### src/verilog/nco_pkg.sv
// Constants and state type for the numerically controlled oscillator
// How it works
// - Phase accumulator is twenty bits; carry out of bit 19 marks overflow.
// - Increment is sixteen bits built from low and high byte registers.
// - Each selected oscillator rising edge adds buffered increment to accumulator.
// - Accumulator carry is the raw output pulse; f = fclk*inc/2^20.
// - Adder runs on selected oscillator edges, not on processor clock.
// - Four clock sources chosen by the clock source select field.
// - Enabled: low byte write loads buffer on second following oscillator edge.
// - Increment bytes are read/write; working buffer is hidden.
// - Disabled: any increment byte write loads the buffer immediately.
// - Fixed duty mode toggles output on every overflow.
// - Pulse mode select bit clear gives fixed duty, set gives pulse frequency.
// - Pulse mode: output active from overflow edge for selected width.
// - Active and inactive levels follow the output polarity bit.
// - Pulse width in oscillator periods comes from three-bit select field.
// - Every accumulator overflow raises an interrupt event.
// - Shaped output always goes inside; to the pin only when enabled.
// - Accumulator readable and writable as low, high and upper four bits.
// - Clock source codes: 00 fast osc, 01 system osc, 10 cell, 11 pin.
// - Pulse width code n gives two to the n oscillator periods.
// - Polarity set gives active-low inverted output; clear gives active-high.
// - Overflow flag sets on each overflow and holds until software clears.
package nco_pkg;
  localparam int ACC_W = 20;
  localparam int INC_W = 16;
  localparam int PW_CNT_W = 8;
  localparam int SYNC_W = 2;
  localparam int NUM_SRC = 4;
  localparam logic [7:0] INC_LOW_RST = 8'h01;
  localparam logic [7:0] INC_HIGH_RST = 8'h00;
  localparam logic [ACC_W-1:0] ACC_RST = 20'h00000;
  localparam logic [PW_CNT_W-1:0] PW_ONE = 8'h01;
  localparam logic [1:0] LOAD_EDGES = 2'h2;
  localparam logic [1:0] SRC_FAST_OSC = 2'h0;
  localparam logic [1:0] SRC_SYS_OSC = 2'h1;
  localparam logic [1:0] SRC_LOGIC_CELL = 2'h2;
  localparam logic [1:0] SRC_EXT_PIN = 2'h3;

  typedef enum logic [1:0] {
    NCO_LD_IDLE = 2'b00,
    NCO_LD_WAIT = 2'b01
  } nco_load_t;

  typedef struct packed {
    logic [NUM_SRC-1:0] sync1;
    logic [NUM_SRC-1:0] sync2;
    logic clk_prev;
    logic [7:0] inc_low;
    logic [7:0] inc_high;
    logic [INC_W-1:0] inc_buf;
    nco_load_t load_st;
    logic [1:0] load_edges;
    logic [ACC_W-1:0] acc;
    logic toggle_ff;
    logic pulse_active;
    logic [PW_CNT_W-1:0] pulse_cnt;
    logic out_lvl;
    logic pin_out;
    logic overflow_pulse;
    logic flag;
  } nco_state_t;
endpackage

### src/verilog/nco_top.sv
// Numerically controlled oscillator core with plain control and status ports
`timescale 1ns/100ps
`default_nettype none
module nco_top (
  // Clock and reset
  input wire logic i_ref_clk,
  input wire logic i_arst_n,
  // Oscillator clock candidates, asynchronous to i_ref_clk
  input wire logic i_internal_fast_oscillator,
  input wire logic i_system_oscillator,
  input wire logic i_logic_cell_one_output,
  input wire logic i_external_clock_pin,
  // Control bits
  input wire logic i_module_enable_bit,
  input wire logic i_pin_output_enable,
  input wire logic i_output_polarity,
  input wire logic i_pulse_mode_select,
  input wire logic [2:0] i_pulse_width_select,
  input wire logic [1:0] i_clock_source_select,
  // Byte register writes
  input wire logic [7:0] i_wr_data,
  input wire logic i_increment_low_byte_wr,
  input wire logic i_increment_high_byte_wr,
  input wire logic i_accumulator_low_byte_wr,
  input wire logic i_accumulator_high_byte_wr,
  input wire logic i_accumulator_upper_bits_wr,
  input wire logic i_flag_clear,
  // Byte register readback
  output logic [7:0] o_increment_low_byte,
  output logic [7:0] o_increment_high_byte,
  output logic [7:0] o_accumulator_low_byte,
  output logic [7:0] o_accumulator_high_byte,
  output logic [7:0] o_accumulator_upper_bits,
  // Shaped output, pin and status
  output logic o_nco_out,
  output logic o_pin_out,
  output logic o_pin_oe_n,
  output logic o_overflow_pulse,
  output logic o_overflow_interrupt_flag
);
  nco_pkg::nco_state_t s_q;
  nco_pkg::nco_state_t s_d;
  logic [nco_pkg::NUM_SRC-1:0] src_raw;
  logic sel_lvl;
  logic osc_tick;
  logic [nco_pkg::ACC_W:0] sum;
  logic carry;
  logic shaped;

  assign src_raw = {i_external_clock_pin, i_logic_cell_one_output,
                    i_system_oscillator, i_internal_fast_oscillator};

  always_comb begin
    // Select after the second sync stage so the first stage feeds only the second
    sel_lvl = s_q.sync2[i_clock_source_select];
    osc_tick = sel_lvl & ~s_q.clk_prev & i_module_enable_bit;
    sum = {1'b0, s_q.acc} + {{(nco_pkg::ACC_W + 1 - nco_pkg::INC_W){1'b0}}, s_q.inc_buf};
    carry = osc_tick & sum[nco_pkg::ACC_W];

    s_d = s_q;
    s_d.sync1 = src_raw;
    s_d.sync2 = s_q.sync1;
    s_d.clk_prev = sel_lvl;
    s_d.overflow_pulse = carry;

    // Visible increment bytes
    if (i_increment_low_byte_wr) begin
      s_d.inc_low = i_wr_data;
    end
    if (i_increment_high_byte_wr) begin
      s_d.inc_high = i_wr_data;
    end

    // Hidden working buffer
    if (!i_module_enable_bit) begin
      s_d.load_st = nco_pkg::NCO_LD_IDLE;
      s_d.load_edges = 2'h0;
      if (i_increment_low_byte_wr || i_increment_high_byte_wr) begin
        s_d.inc_buf = {i_increment_high_byte_wr ? i_wr_data : s_q.inc_high,
                       i_increment_low_byte_wr ? i_wr_data : s_q.inc_low};
      end
    end else begin
      case (s_q.load_st)
        nco_pkg::NCO_LD_IDLE: begin
          if (i_increment_low_byte_wr) begin
            s_d.load_st = nco_pkg::NCO_LD_WAIT;
            s_d.load_edges = 2'h0;
          end
        end
        nco_pkg::NCO_LD_WAIT: begin
          if (i_increment_low_byte_wr) begin
            // A fresh low write restarts the two-edge wait
            s_d.load_edges = 2'h0;
          end else if (osc_tick) begin
            if (s_q.load_edges + 2'h1 == nco_pkg::LOAD_EDGES) begin
              s_d.inc_buf = {s_q.inc_high, s_q.inc_low};
              s_d.load_st = nco_pkg::NCO_LD_IDLE;
              s_d.load_edges = 2'h0;
            end else begin
              s_d.load_edges = s_q.load_edges + 2'h1;
            end
          end
        end
        default: begin
          s_d.load_st = nco_pkg::NCO_LD_IDLE;
        end
      endcase
    end

    // Accumulator: software writes win over the addition in the same cycle
    if (osc_tick) begin
      s_d.acc = sum[nco_pkg::ACC_W-1:0];
    end
    if (i_accumulator_low_byte_wr) begin
      s_d.acc[7:0] = i_wr_data;
    end
    if (i_accumulator_high_byte_wr) begin
      s_d.acc[15:8] = i_wr_data;
    end
    if (i_accumulator_upper_bits_wr) begin
      s_d.acc[19:16] = i_wr_data[3:0];
    end

    // Output shaping; a pulse longer than the overflow period is restarted
    if (carry) begin
      s_d.toggle_ff = ~s_q.toggle_ff;
      s_d.pulse_active = 1'b1;
      s_d.pulse_cnt = nco_pkg::PW_ONE << i_pulse_width_select;
    end else if (osc_tick && s_q.pulse_active) begin
      s_d.pulse_cnt = s_q.pulse_cnt - nco_pkg::PW_ONE;
      if (s_q.pulse_cnt == nco_pkg::PW_ONE) begin
        s_d.pulse_active = 1'b0;
      end
    end
    shaped = i_pulse_mode_select ? s_d.pulse_active : s_d.toggle_ff;
    s_d.out_lvl = shaped ^ i_output_polarity;
    s_d.pin_out = i_pin_output_enable & (shaped ^ i_output_polarity);

    // Sticky flag: a new overflow beats a clear in the same cycle
    if (carry) begin
      s_d.flag = 1'b1;
    end else if (i_flag_clear) begin
      s_d.flag = 1'b0;
    end
  end

  always_ff @(posedge i_ref_clk or negedge i_arst_n) begin
    if (!i_arst_n) begin
      s_q <= '{sync1: '0, sync2: '0, clk_prev: 1'b0,
               inc_low: nco_pkg::INC_LOW_RST, inc_high: nco_pkg::INC_HIGH_RST,
               inc_buf: {nco_pkg::INC_HIGH_RST, nco_pkg::INC_LOW_RST},
               load_st: nco_pkg::NCO_LD_IDLE, load_edges: 2'h0,
               acc: nco_pkg::ACC_RST, toggle_ff: 1'b0, pulse_active: 1'b0,
               pulse_cnt: 8'h00, out_lvl: 1'b0, pin_out: 1'b0,
               overflow_pulse: 1'b0, flag: 1'b0};
    end else begin
      s_q <= s_d;
    end
  end

  assign o_increment_low_byte = s_q.inc_low;
  assign o_increment_high_byte = s_q.inc_high;
  assign o_accumulator_low_byte = s_q.acc[7:0];
  assign o_accumulator_high_byte = s_q.acc[15:8];
  assign o_accumulator_upper_bits = {4'h0, s_q.acc[19:16]};
  assign o_nco_out = s_q.out_lvl;
  assign o_pin_out = s_q.pin_out;
  assign o_pin_oe_n = ~i_pin_output_enable;
  assign o_overflow_pulse = s_q.overflow_pulse;
  assign o_overflow_interrupt_flag = s_q.flag;
endmodule
`default_nettype wire
### config.mk
export PLATFORM = sky130hd
export DESIGN_NAME = nco_top
export DESIGN_NICKNAME = d
export VERILOG_FILES = /design/src/verilog/nco_pkg.sv /design/src/verilog/nco_top.sv
export SDC_FILE = /design/constraint.sdc
export NUM_CORES = 1
export LEC_CHECK = 0
export BUFFER_PORTS_ARGS = -buffer_cell sky130_fd_sc_hd__buf_4
export CORE_MARGIN = 3
export CORE_UTILIZATION = 45
export DETAILED_ROUTE_END_ITERATION = 8
export PLACE_DENSITY = 0.78
export SYNTH_ARGS = -nofsm -noshare
export SYNTH_HDL_FRONTEND = slang
export SYNTH_SLANG_ARGS = --single-unit
### constraint.sdc
create_clock -name i_ref_clk -period 2.25 [get_ports i_ref_clk]
set_input_delay 0.45 -clock i_ref_clk [delete_from_list [all_inputs] [get_ports i_ref_clk]]
set_output_delay 0.45 -clock i_ref_clk [all_outputs]
set_load 0.005 [all_outputs]
After elaboration in Yosys (flattened, before gate mapping)
Index checks and enable logic that the tools add are counted.
Widths: inputs -> output; s select.
{"block": "op_classes", "n_mux": 26, "addsub": 3, "n_shift": 1, "magnitude_cmp": 1, "n_reduce_logical": 12, "eq_ne": 13, "bitwise": 8}
{"op": "$mux 20", "n": 3}
{"op": "$mux 18", "n": 2}
{"op": "$mux 16", "n": 2}
{"op": "$mux 8", "n": 4}
{"op": "$add 20x16->21", "n": 1}
{"op": "$mux 9", "n": 2}
{"op": "$ne 3x3->1 const B", "n": 4}
{"op": "$reduce_bool 2->1", "n": 6}
{"op": "$eq 8x1->1 const B", "n": 1}
{"op": "$mux 4", "n": 2}
{"op": "$pmux 2 s2", "n": 2}
{"op": "$shl 1x3->8 const A", "n": 1}
{"op": "$sub 8x1->8 const B", "n": 1}
{"op": "$mux 1", "n": 6}
{"op": "$ne 2x1->1 const B", "n": 3}
{"op": "$reduce_and 5->1", "n": 1}
{"op": "$and 1x1->1", "n": 4}
{"op": "$mux 2", "n": 2}
{"op": "$ne 4x4->1 const B", "n": 1}
{"op": "$reduce_and 4->1", "n": 1}
{"op": "$lt 2x3->1 const B", "n": 1}
{"op": "$ne 3x1->1 const B", "n": 1}
{"op": "$not 1->1", "n": 3}
{"op": "$reduce_and 3->1", "n": 1}
{"op": "9 further kinds", "n": 9}
{"block": "word_totals", "register_bits": 79, "out_inout_bits": 45}

Longest topological paths before layout
Gate-level depths: netlist of the first run.
{"block": "depth", "depth_word": 10, "mapped_depth": 10}

Least setup slack after synthesis of the first run
No wires, ideal clock.
{"block": "synth_path", "path_kind": "reg-to-reg", "startpoint": "register s_q (netlist bit o_accumulator_low_byte[0])", "endpoint": "register s_q (netlist bit o_accumulator_high_byte[6])", "setup_time_ns": 0.122, "path_buffers": 0, "t_arrival_ns": 2.171, "stages_incl_launch_ff": 10, "synth_period_minus_slack_ns": 2.293, "slack_ns": -0.043, "cell_sequence": "dfrtp_1 ha_1 fa_1 a21oi_1 nor2_1 o21ai_0 nand2b_1 a221oi_1 mux2i_1 nand2_1"}
{"block": "synth_between", "elab_chain_len": 3}
{"element": "start: declaration", "line_no": "nco_top.sv:41", "source": "nco_pkg::nco_state_t s_q;"}
{"element": "start signal: assignment", "line_no": "nco_top.sv:149", "source": "s_q <= '{sync1: '0, sync2: '0, clk_prev: 1'b0,"}
{"element": "$add 20x16->21", "line_no": "nco_top.sv:57", "source": "sum = {1'b0, s_q.acc} + {{(nco_pkg::ACC_W + 1 - nco_pkg::INC_W){1'b0}}, s_q.inc_buf};"}
{"element": "$mux 20", "line_no": "nco_top.sv:111", "source": "if (osc_tick) begin"}
{"element": "$mux 8", "line_no": "nco_top.sv:117", "source": "if (i_accumulator_high_byte_wr) begin"}
No other way between the ends. The select of a mux whose other input is x is not followed.
A chain may end at the register's enable or synchronous reset.

==> results.txt, run 1 <==
Final worst setup slack: -0.1138 ns
Power Total: 0.004765 W
Final #Nets: 573
Final Non-Filler Cells: 663
WS Path Type: reg2reg
Worst hold-check path type: in2async
Buf/Inv on CP: 1
Area Overhead vs Synth: 27.06%
Die outline height: 107.3 um
Final core occ: 59.44%
First-pass GRT wire length: 17.86 mm
Static Leak: 2.728 nW
Placed Cells: 635
Area after DPL: 0.005265 sq mm
Vias in the first global route: 3562
Slew Limit Headroom: 64.16%
Via count: 3638
Gp weighted congestion: 0.9086
Met3 WL: 744 um
EDFF count, synth: 0
Die ar.: 0.01151 sq mm
Post-synth top area cell: dfrtp_1
Synth Instances: 446
Peak VDD IR: 406.8 uV
Clock Latency Late Sink: 0.36 ns
Synth Flop Type: dfrtp_1
Area contributors post-synth: dfrtp_1, mux2i_1, buf_4
Post-synthesis instance area: 0.004614 sq mm
Flops & latches, synth: 78
FFs w/ async S/R, synth: 100.0%
Number of max-cap violations: 0
Worst-path fanout max: 5
Final Skew: 0.01548 ns
Final-report max-slew violation count: 0
ANT cells: 0
Total CTS buffers: 9
R2R depth: 9
Die Wd: 107.3 um
Unique masters post-synth: 59
Req. time, crit path: 2.53 ns
DR iter-0 viols: 250
H-tree levels: 3
Fin crit share: 105.1%
Met2 wire length: 5.855 mm
Initial antenna violation count: 0
Core Footprint: 0.009864 sq mm
Crit end category: flop
Slowest stage cell, crit path: dfrtp_1
Delay-heaviest family, CP: compound AO/OA/AOI/OAI gates
Failing checks: negative setup slack
Tot GR Track Use: 19.94%
Max incr delay on CP: 0.41 ns
Count of input and output buffers: 69
Arr. time, crit path: 2.64 ns
Yosys top cell area share: 41.21%
CTS max path bufs: 2
CTS sink cnt: 78
Max Fclk: 423.1 MHz
CTS root buf: clkbuf_8
Remaining antenna violation count after routing: 0
Status: complete, but fails checks
Nature of the critical path startpoint: flop
Via density: 5.487
R2R Setup Slk: -0.11 ns
DP HPWL: 7.853 mm
Final instance area: 0.005863 sq mm
Mean Syn Cell Area: 10.35 sq um
Worst r2r src: o_accumulator_low_byte[4]
PD cells: 812.6 mW/mm^2
Pin count of the biggest net entering global routing: 43
CTS tree: built
Routed WL: 11.97 mm
Initial Util: 46.78%
Avg WL per Cell: 18.06 um
Setup-failing EPs final: 11
Cell chain of the critical path: ha_1 -> a21oi_1 -> o21ai_1 -> o21ai_1 -> buf_4 -> o21ba_4 -> o21a_1 -> o22ai_2 -> mux2i_1
Synthesis Warnings: 0
Gr ovfl total: 0
CP dominant cell by count: o21ai_1
Hold buffer count at CTS: 0
# fillers: 785
Hold Fails Final Rpt: 0
Worst-Margin Slew: 0.5377 ns
DRC viols: 0
Placement row count: 36
Max layer used: met4
Shortest period the worst path allows: 2.364 ns
Register area share after synthesis: 42.35%
# IOs: 74
WL met1: 4.931 mm
R2R Path End: o_pin_out
RSZ-0062 raised after global routing: yes
Layout cell share with drive strength beyond 1: 37.92%
1st-pass router iterations: 4
Clock Pin Slew Worst Setup and Hold Paths: 0.09 ns
[stage by stage]
step	setup TNS (ns)	worst slack [ns]	hold WS (ns)
after floorplan	0	0.01901	0.1544
after global placement	-1.822	-0.1232	0.3330
after detailed placement	-4.602	-0.2661	0.3364
after CTS	0	0.01018	0.08607
after global routing	-1.428	-0.1883	0.09946
final	-0.4244	-0.1138	0.07495
[area by class of cell]
type / instances / area [sq um] / share of cell area [%]
clock inverters: 2 / 38.79 / 0.6615
well taps: 133 / 166.4 / 2.838
repair buffers: 120 / 967.2 / 16.50
multi-input cells: 291 / 2480 / 42.30
flip-flops and latches: 78 / 1954 / 33.33
inverters: 25 / 93.84 / 1.601
clock buffers: 14 / 162.7 / 2.774
[cell families (layout without fill, tap and decap cells)]
family | count (synthesis) | count (layout) | share of synthesized area (%)
adders and majority gates | 19 | 19 | 5.315
DFF | 78 | 78 | 42.35
and+or+nand+nor | 106 | 106 | 13.18
xor gates and xnor gates | 20 | 20 | 3.796
buffers and inverters | 80 | 161 | 10.17
muxes | 60 | 60 | 13.91
other | 1 | 4 | 0.08127
AOI/OAI and AO/OA | 82 | 82 | 11.20
[per-layer routing]
layer | GRT usage, % | vias to the layer above
li1 | - | 1693
met1 | 25.25 | 1782
met2 | 32.75 | 128
met3 | 4.499 | 35
met4 | 8.584 | 0
met5 | 0 | -
[synth_stat cells (3+ instances only)]
library cell	number
a211o_1	3
a21o_1	7
a21oi_1	21
a31oi_1	5
buf_4	40
clkbuf_1	10
dfrtp_1	76
ha_1	18
inv_1	25
mux2_2	23
mux2i_1	36
nand2_1	27
nand2b_1	5
nand3_1	6
nand3b_1	5
nand4_1	4
nand4b_1	4
nor2_1	12
nor2b_1	5
nor3_1	6
nor3b_1	11
nor4_1	5
o21ai_0	27
o22ai_1	3
or3_1	3
xnor2_1	8
xor2_1	12
[worst register-to-register path, delay by kind of cell (launching register included)]
kind,cells,cell delay [ns]
AOI/OAI and AO/OA,6,1.12
DFF,1,0.41
adders and majority gates,1,0.38
muxes,1,0.20
buffers and inverters,1,0.17
[state kept, by name, summed over array words and instances (netlist names), 4 cells and up]
name	count
o_accumulator_high_byte	8
s_d	4
o_accumulator_low_byte	8
o_increment_low_byte	8
o_increment_high_byte	8
o_accumulator_upper_bits	4
s_q	34
[report_power, final]
group	leakage, nW	internal, W	total (W)	switching [W]
Combinational	1.68	0.00101	0.00189	0.000887
Sequential	0.943	0.00159	0.00177	0.000184
Clock	0.101	0.000580	0.00110	0.000516
Total	2.73	0.00318	0.00476	0.00159
[timing repair]
item                       CTS  global route
pin swaps                    7            13
hold endpoints to repair     0             0
setup buffers                4             8
gates cloned                 0             0
setup endpoints to repair   21            23
gates resized for setup     16            31
[cells in the final DEF, fill, tap and decap left out, types with 12 or more instances in the layout]
master,count
a21oi_1,16
buf_4,114
dfrtp_1,76
inv_1,25
mux2_2,23
mux2i_1,36
nand2_1,26
o21ai_0,22
xor2_1,12
[how the worst max path moves through the flow]
| stage | end | start | cells after the start |
|---|---|---|---|
| 2_1_floorplan | s_q[43] | i_clock_source_select[0] | 7 |
| 3_5_place_dp | s_q[9] | s_q[38] | 9 |
| 4_1_cts | o_accumulator_upper_bits[3] | o_accumulator_low_byte[1] | 9 |
| 3_3_place_gp | s_q[11] | s_q[38] | 9 |
| 6_report | o_pin_out | o_accumulator_low_byte[4] | 9 |
| 5_1_grt | o_accumulator_upper_bits[3] | o_accumulator_low_byte[4] | 8 |
(Power assumes the default switching activity.)
==> run 2: changes to the inputs <==
--- a/config.mk
+++ b/config.mk
@@ -5,7 +5,9 @@
 export SDC_FILE = /design/constraint.sdc
 export NUM_CORES = 1
 export LEC_CHECK = 0
+export ABC_AREA = 1
 export BUFFER_PORTS_ARGS = -buffer_cell sky130_fd_sc_hd__buf_4
+export CAP_MARGIN = 20
 export CORE_MARGIN = 3
 export CORE_UTILIZATION = 45
 export DETAILED_ROUTE_END_ITERATION = 8
==> run 2 against run 1 <==
Net effect: the flow now finishes without violations; die area is 7.7% higher; critical path depth grew 4; synthesized area is 8.2% higher; count of clock-buffer cells in the layout decreased by 5; cell area is 2.9% lower; register-to-register slack improved by 0.26 ns; fmax is 12% higher; sequential power is essentially flat; critical path type unchanged; critical endpoint is now s_q[11].
==> results.txt, run 2 <==
Status: completed
Remaining antenna violation count after routing: 0
Core Footprint: 0.01056 sq mm
Gp weighted congestion: 0.9096
Die ar.: 0.01240 sq mm
Avg WL per Cell: 15.35 um
Hold depth: 1
H-tree levels: 3
Final setup TNS: 0 ns
Count of input and output buffers: 69
Flops & latches, synth: 78
DP HPWL: 9.050 mm
Tot GR Track Use: 19.80%
Total CTS buffers: 9
ANT cells: 0
Die outline height: 111.3 um
Most common cell after layout, fill and taps aside: nand2_1
Peak VDD IR: 515.9 uV
Clock Pin Slew Worst Setup and Hold Paths: 0.08 ns
WS Path Type: reg2reg
Final core occ: 53.92%
R2R Path End: s_q[11]
Most common cell in the netlist: nand2_1
Pin count of the biggest net entering global routing: 54
Crit end category: flop
RSZ-0062 raised after global routing: no
Initial Util: 47.31%
CTS max path bufs: 2
Vias in the first global route: 4196
# IOs: 74
Max reg flops: 34
PD cells: 810.6 mW/mm^2
CTS root buf: clkbuf_8
Die Wd: 111.3 um
Arr. time, crit path: 2.36 ns
Slew Limit Headroom: 61.40%
Fin crit share: 93.64%
Final Skew: 0.007035 ns
Final worst setup slack: 0.1430 ns
R2R Setup Slk: 0.14 ns
Number of max-cap violations: 0
Post-synthesis instance area: 0.004994 sq mm
Placement row count: 37
Final-report max-slew violation count: 0
DRC viols: 0
Largest Register: s_q
Area contributors post-synth: dfrtp_1, nand2_1, buf_4
Synth Flop Type: dfrtp_1
Hold Crit Endpoint: s_d[73]
Synth Instances: 616
Area Overhead vs Synth: 13.98%
Layout cell share with drive strength beyond 1: 23.07%
Final #Nets: 702
CTS sink cnt: 78
Worst r2r src: o_accumulator_low_byte[0]
FFs w/ async S/R, synth: 100.0%
Yosys top cell area share: 38.09%
Static Leak: 2.803 nW
Synthesis Warnings: 0
Worst-path fanout max: 10
Register area share after synthesis: 39.14%
First-pass GRT wire length: 20.20 mm
Routed WL: 12.21 mm
CTS tree: built
R2R depth: 13
Most frequent cells in the layout: nand2_1, dfrtp_1, buf_4
Most frequent cells after synthesis: nand2_1, dfrtp_1, inv_1
Via count: 4112
Worst-Margin Slew: 0.5769 ns
Shortest period the worst path allows: 2.107 ns
HP Start: i_logic_cell_one_output
EDFF count, synth: 0
Nature of the critical path startpoint: flop
Worst slack, placed: 0.07090 ns
Clock Latency Late Sink: 0.36 ns
Gr ovfl total: 0
DR iter-0 viols: 301
1st-pass router iterations: 4
Setup-failing EPs final: 0
Mean Syn Cell Area: 8.106 sq um
Via density: 5.172
Max Fclk: 474.6 MHz
Unique masters post-synth: 50
Hold Fails Final Rpt: 0
Post-synth top area cell: dfrtp_1
Worst hold-check path type: in2reg
Req. time, crit path: 2.50 ns
Initial antenna violation count: 0
## run 2: worst max-delay path by stage
stage,from,endpoint,slack [ns],depth (start not counted)
2_1_floorplan,o_accumulator_low_byte[0],o_pin_out,0.27,14
3_3_place_gp,o_accumulator_low_byte[0],o_pin_out,0.17,14
3_5_place_dp,o_accumulator_low_byte[0],s_q[9],0.07,13
4_1_cts,o_accumulator_low_byte[0],s_q[9],0.07,13
5_1_grt,o_accumulator_low_byte[5],s_q[11],0.009,12
6_report,o_accumulator_low_byte[0],s_q[11],0.14,13
## run 2: metal layers
layer,wire length [um],GRT usage [%]
met1,5347,25.30
met2,5979,33.94
met3,742,4.837
met4,136,4.866
met5,0,0
## run 2: kinds of logic (layout without fill, tap and decap cells)
| family | Yosys count | after routing | share of synthesized area (%) |
|---|---|---|---|
| compound gates | 109 | 109 | 14.71 |
| flops | 78 | 78 | 39.14 |
| fa+ha+maj | 19 | 19 | 4.911 |
| simple gates | 270 | 270 | 25.43 |
| xor+xnor | 13 | 13 | 2.280 |
| buf+inv | 126 | 166 | 13.46 |
| other cells | 1 | 4 | 0.07510 |
## run 2: repair_timing
action,in CTS,in global routing
setup buffers,0,2
endpoints found under the setup margin,0,10
hold buffers,1,0
resized for setup,0,2
endpoints found under the hold margin,17,0
## run 2: power breakdown
group	total (W)	internal, W	switching (W)
sequential	0.00179	0.00161	0.000184
combinational	0.00140	0.000581	0.000824
clock	0.00142	0.000857	0.000561
total	0.00461	0.00304	0.00157
## run 2: area by class of cell
type / count / area [sq um]
clock buffers: 9 / 123.9
clock inverters: 7 / 145.1
fillers: 961 / 4863
inverters: 74 / 280.3
multi-input cells: 415 / 2390
flip-flops and latches: 78 / 1954
well taps: 136 / 170.2
repair buffers: 76 / 628.1
## run 2: worst max-delay path: stages (launching register included)
cell and delay, ns:
dfrtp_1 0.41, ha_1 0.24, fa_2 0.35, nand2_1 0.07, nand2_1 0.07, nand3_2 0.10, nand2_4 0.07, nand2_2 0.09
nand2_4 0.09, nand2_8 0.10, buf_12 0.13, o21ai_1 0.08, o21ai_1 0.10, o21ai_1 0.08
## run 2: stage by stage
| stage | total power [W] | std cells | instance area, sq um | hold WS, ns |
|---|---|---|---|---|
| floorplan | 0.002832 | 619 | 5005 | 0.1544 |
| global placement | 0.003142 | 775 | 5361 | 0.3350 |
| detailed placement | 0.003189 | 775 | 5361 | 0.3355 |
| CTS | 0.004622 | 792 | 5640 | 0.1786 |
| global route | 0.004900 | 795 | 5692 | 0.1707 |
| finish | 0.004614 | 795 | 5692 | 0.1933 |
==> run 3: changes to the inputs <==
--- a/config.mk
+++ b/config.mk
@@ -11,7 +11,7 @@
 export CORE_MARGIN = 3
 export CORE_UTILIZATION = 45
 export DETAILED_ROUTE_END_ITERATION = 8
-export PLACE_DENSITY = 0.78
+export PLACE_DENSITY_LB_ADDON = 0.3
 export SYNTH_ARGS = -nofsm -noshare
 export SYNTH_HDL_FRONTEND = slang
 export SYNTH_SLANG_ARGS = --single-unit
==> run 3 against run 2 <==
Net effect: critical path type unchanged; hold slack got worse by 0.15 ns; global-route usage is 0.11 points higher; largest power group unchanged; clock power decreased by 23%; sequential share of layout area up 0.47 points; register-to-register slack is essentially flat; flip-flop and latch count did not move; total power down 7.3%; combinational power barely moved; via count is 1.4% higher.
==> results.txt, run 3 (synthesized netlist as in run 2, its figures left out) <==
Count of input and output buffers: 69
Via density: 5.253
Hold Fails Final Rpt: 0
ANT cells: 0
Arr. time, crit path: 2.36 ns
Final core occ: 53.19%
Initial antenna violation count: 0
Hold buffer count at CTS: 0
Setup-failing EPs final: 0
Max reg flops: 34
Max incr delay on CP: 0.54 ns
CTS sink cnt: 78
Slowest stage cell, crit path: dfstp_2
R2R Path End: s_q[8]
WS Path Type: reg2reg
Static Leak: 2.760 nW
Largest Register: s_q
Multi-input logic area: 0.002392 sq mm
Number of max-cap violations: 0
R2R depth: 12
Pin count of the biggest net entering global routing: 43
Gr ovfl total: 0
First-pass GRT wire length: 19.87 mm
Final-report max-slew violation count: 0
Req. time, crit path: 2.50 ns
FF+latch area: 0.001954 sq mm
CTS root buf: clkbuf_8
1st-pass router iterations: 5
Initial Util: 47.31%
Core Footprint: 0.01056 sq mm
Total CTS buffers: 9
Peak VDD IR: 411.8 uV
CTS max path bufs: 2
Final setup TNS: 0 ns
Final instance area: 0.005614 sq mm
Worst-path fanout max: 10
Via count: 4171
Status: completed
H-tree levels: 3
Max Fclk: 472.8 MHz
Area Overhead vs Synth: 12.43%
Remaining antenna violation count after routing: 0
Nature of the critical path startpoint: flop
Die Wd: 111.3 um
R2R Setup Slk: 0.14 ns
Fin crit share: 93.99%
PD cells: 761.7 mW/mm^2
Final Skew: 0.01055 ns
Cell chain of the critical path: ha_2 -> fa_2 -> nand2_1 -> nand2_1 -> nand3_2 -> nand2_4 -> nand2_2 -> nand2_4 -> nand2_8 -> clkbuf_16 -> o21ai_1 -> o21ai_1
Final Non-Filler Cells: 794
Placement row count: 37
Most common cell after layout, fill and taps aside: nand2_1
DRC viols: 0
Clock Latency Late Sink: 0.37 ns
Shortest period the worst path allows: 2.115 ns
DR iter-0 viols: 209
Die ar.: 0.01240 sq mm
Layout cell share with drive strength beyond 1: 23.10%
Placed Cells: 775
Worst r2r src: s_q[38]
Crit end category: flop
CTS tree: built
Gp weighted congestion: 0.9313
# fillers: 1011
Slew Limit Headroom: 62.96%
Avg WL per Cell: 15.26 um
Most frequent cells in the layout: nand2_1, dfrtp_1, buf_4
Die outline height: 111.3 um
Routed WL: 12.11 mm
Final #Nets: 701
Clock Pin Slew Worst Setup and Hold Paths: 0.09 ns
Worst hold-check path type: in2async
Vias in the first global route: 4020
Area after DPL: 0.005361 sq mm
Worst slack, placed: 0.08509 ns
DP HPWL: 8.933 mm
Final worst setup slack: 0.1352 ns
# IOs: 74
Worst-Margin Slew: 0.5536 ns
Tot GR Track Use: 19.91%
[run 3: changes by cell type in the layout (fill, tap and decap cells not counted), sizes merged]
cell / change
bufinv: -3
clkbuf: +1
clkinv: +1
clkinvlp: +1
dlygate4sd3: -1
[run 3: routing by layer]
metal | GRT usage, % | wire, um | vias up
li1 | - | - | 2028
met1 | 25.96 | 5410 | 2023
met2 | 33.61 | 6016 | 105
met3 | 4.402 | 547 | 15
met4 | 5.353 | 138 | 0
met5 | 0 | 0 | -
[run 3: critical path: cells and delay by family, from the launching register on]
kind                     cells  cell delay (ns)
buffers and inverters        1             0.17
AND/OR/NAND/NOR              7             0.63
adder cells (fa/ha/maj)      2             0.41
AO/OA/AOI/OAI                2             0.24
flip-flops                   1             0.54
[run 3: area by class of cell]
| type | count | share of cell area, % |
|---|---|---|
| Clock buffer | 10 | 2.273 |
| Tap cell | 136 | 3.031 |
| Inverter | 74 | 4.992 |
| Timing Repair Buffer | 75 | 11.01 |
| Multi-Input combinational cell | 415 | 42.61 |
| Sequential cell | 78 | 34.81 |
| Clock inverter | 6 | 1.270 |
[run 3: what timing repair did]
action                                  CTS  global route
setup buffers                             0             2
gates resized for setup                   0             3
endpoints found under the setup margin    0            10
endpoints found under the hold margin     0             0
[run 3: stage by stage]
stage,power [W],hold WS [ns]
after global placement,0.003152,0.3348
after floorplan,0.002832,0.1544
after detailed placement,0.003190,0.3347
final,0.004276,0.04093
after global routing,0.004555,0.05910
after CTS,0.004287,0.04727
[run 3: worst max-delay path by stage]
stage	slack, ns	depth (start not counted)	to	start
2_1_floorplan	0.27	14	o_pin_out	o_accumulator_low_byte[0]
3_3_place_gp	0.17	14	o_pin_out	o_accumulator_low_byte[0]
3_5_place_dp	0.09	14	o_pin_out	o_accumulator_low_byte[0]
4_1_cts	0.07	13	s_q[8]	o_accumulator_low_byte[0]
5_1_grt	-0.01	13	s_q[9]	o_accumulator_low_byte[0]
6_report	0.14	12	s_q[8]	s_q[38]
[run 3: power by group]
group	internal [W]	leakage, nW	switching, W
clock network	0.000522	0.0984	0.000568
logic	0.000581	1.74	0.000812
registers	0.00161	0.918	0.000186
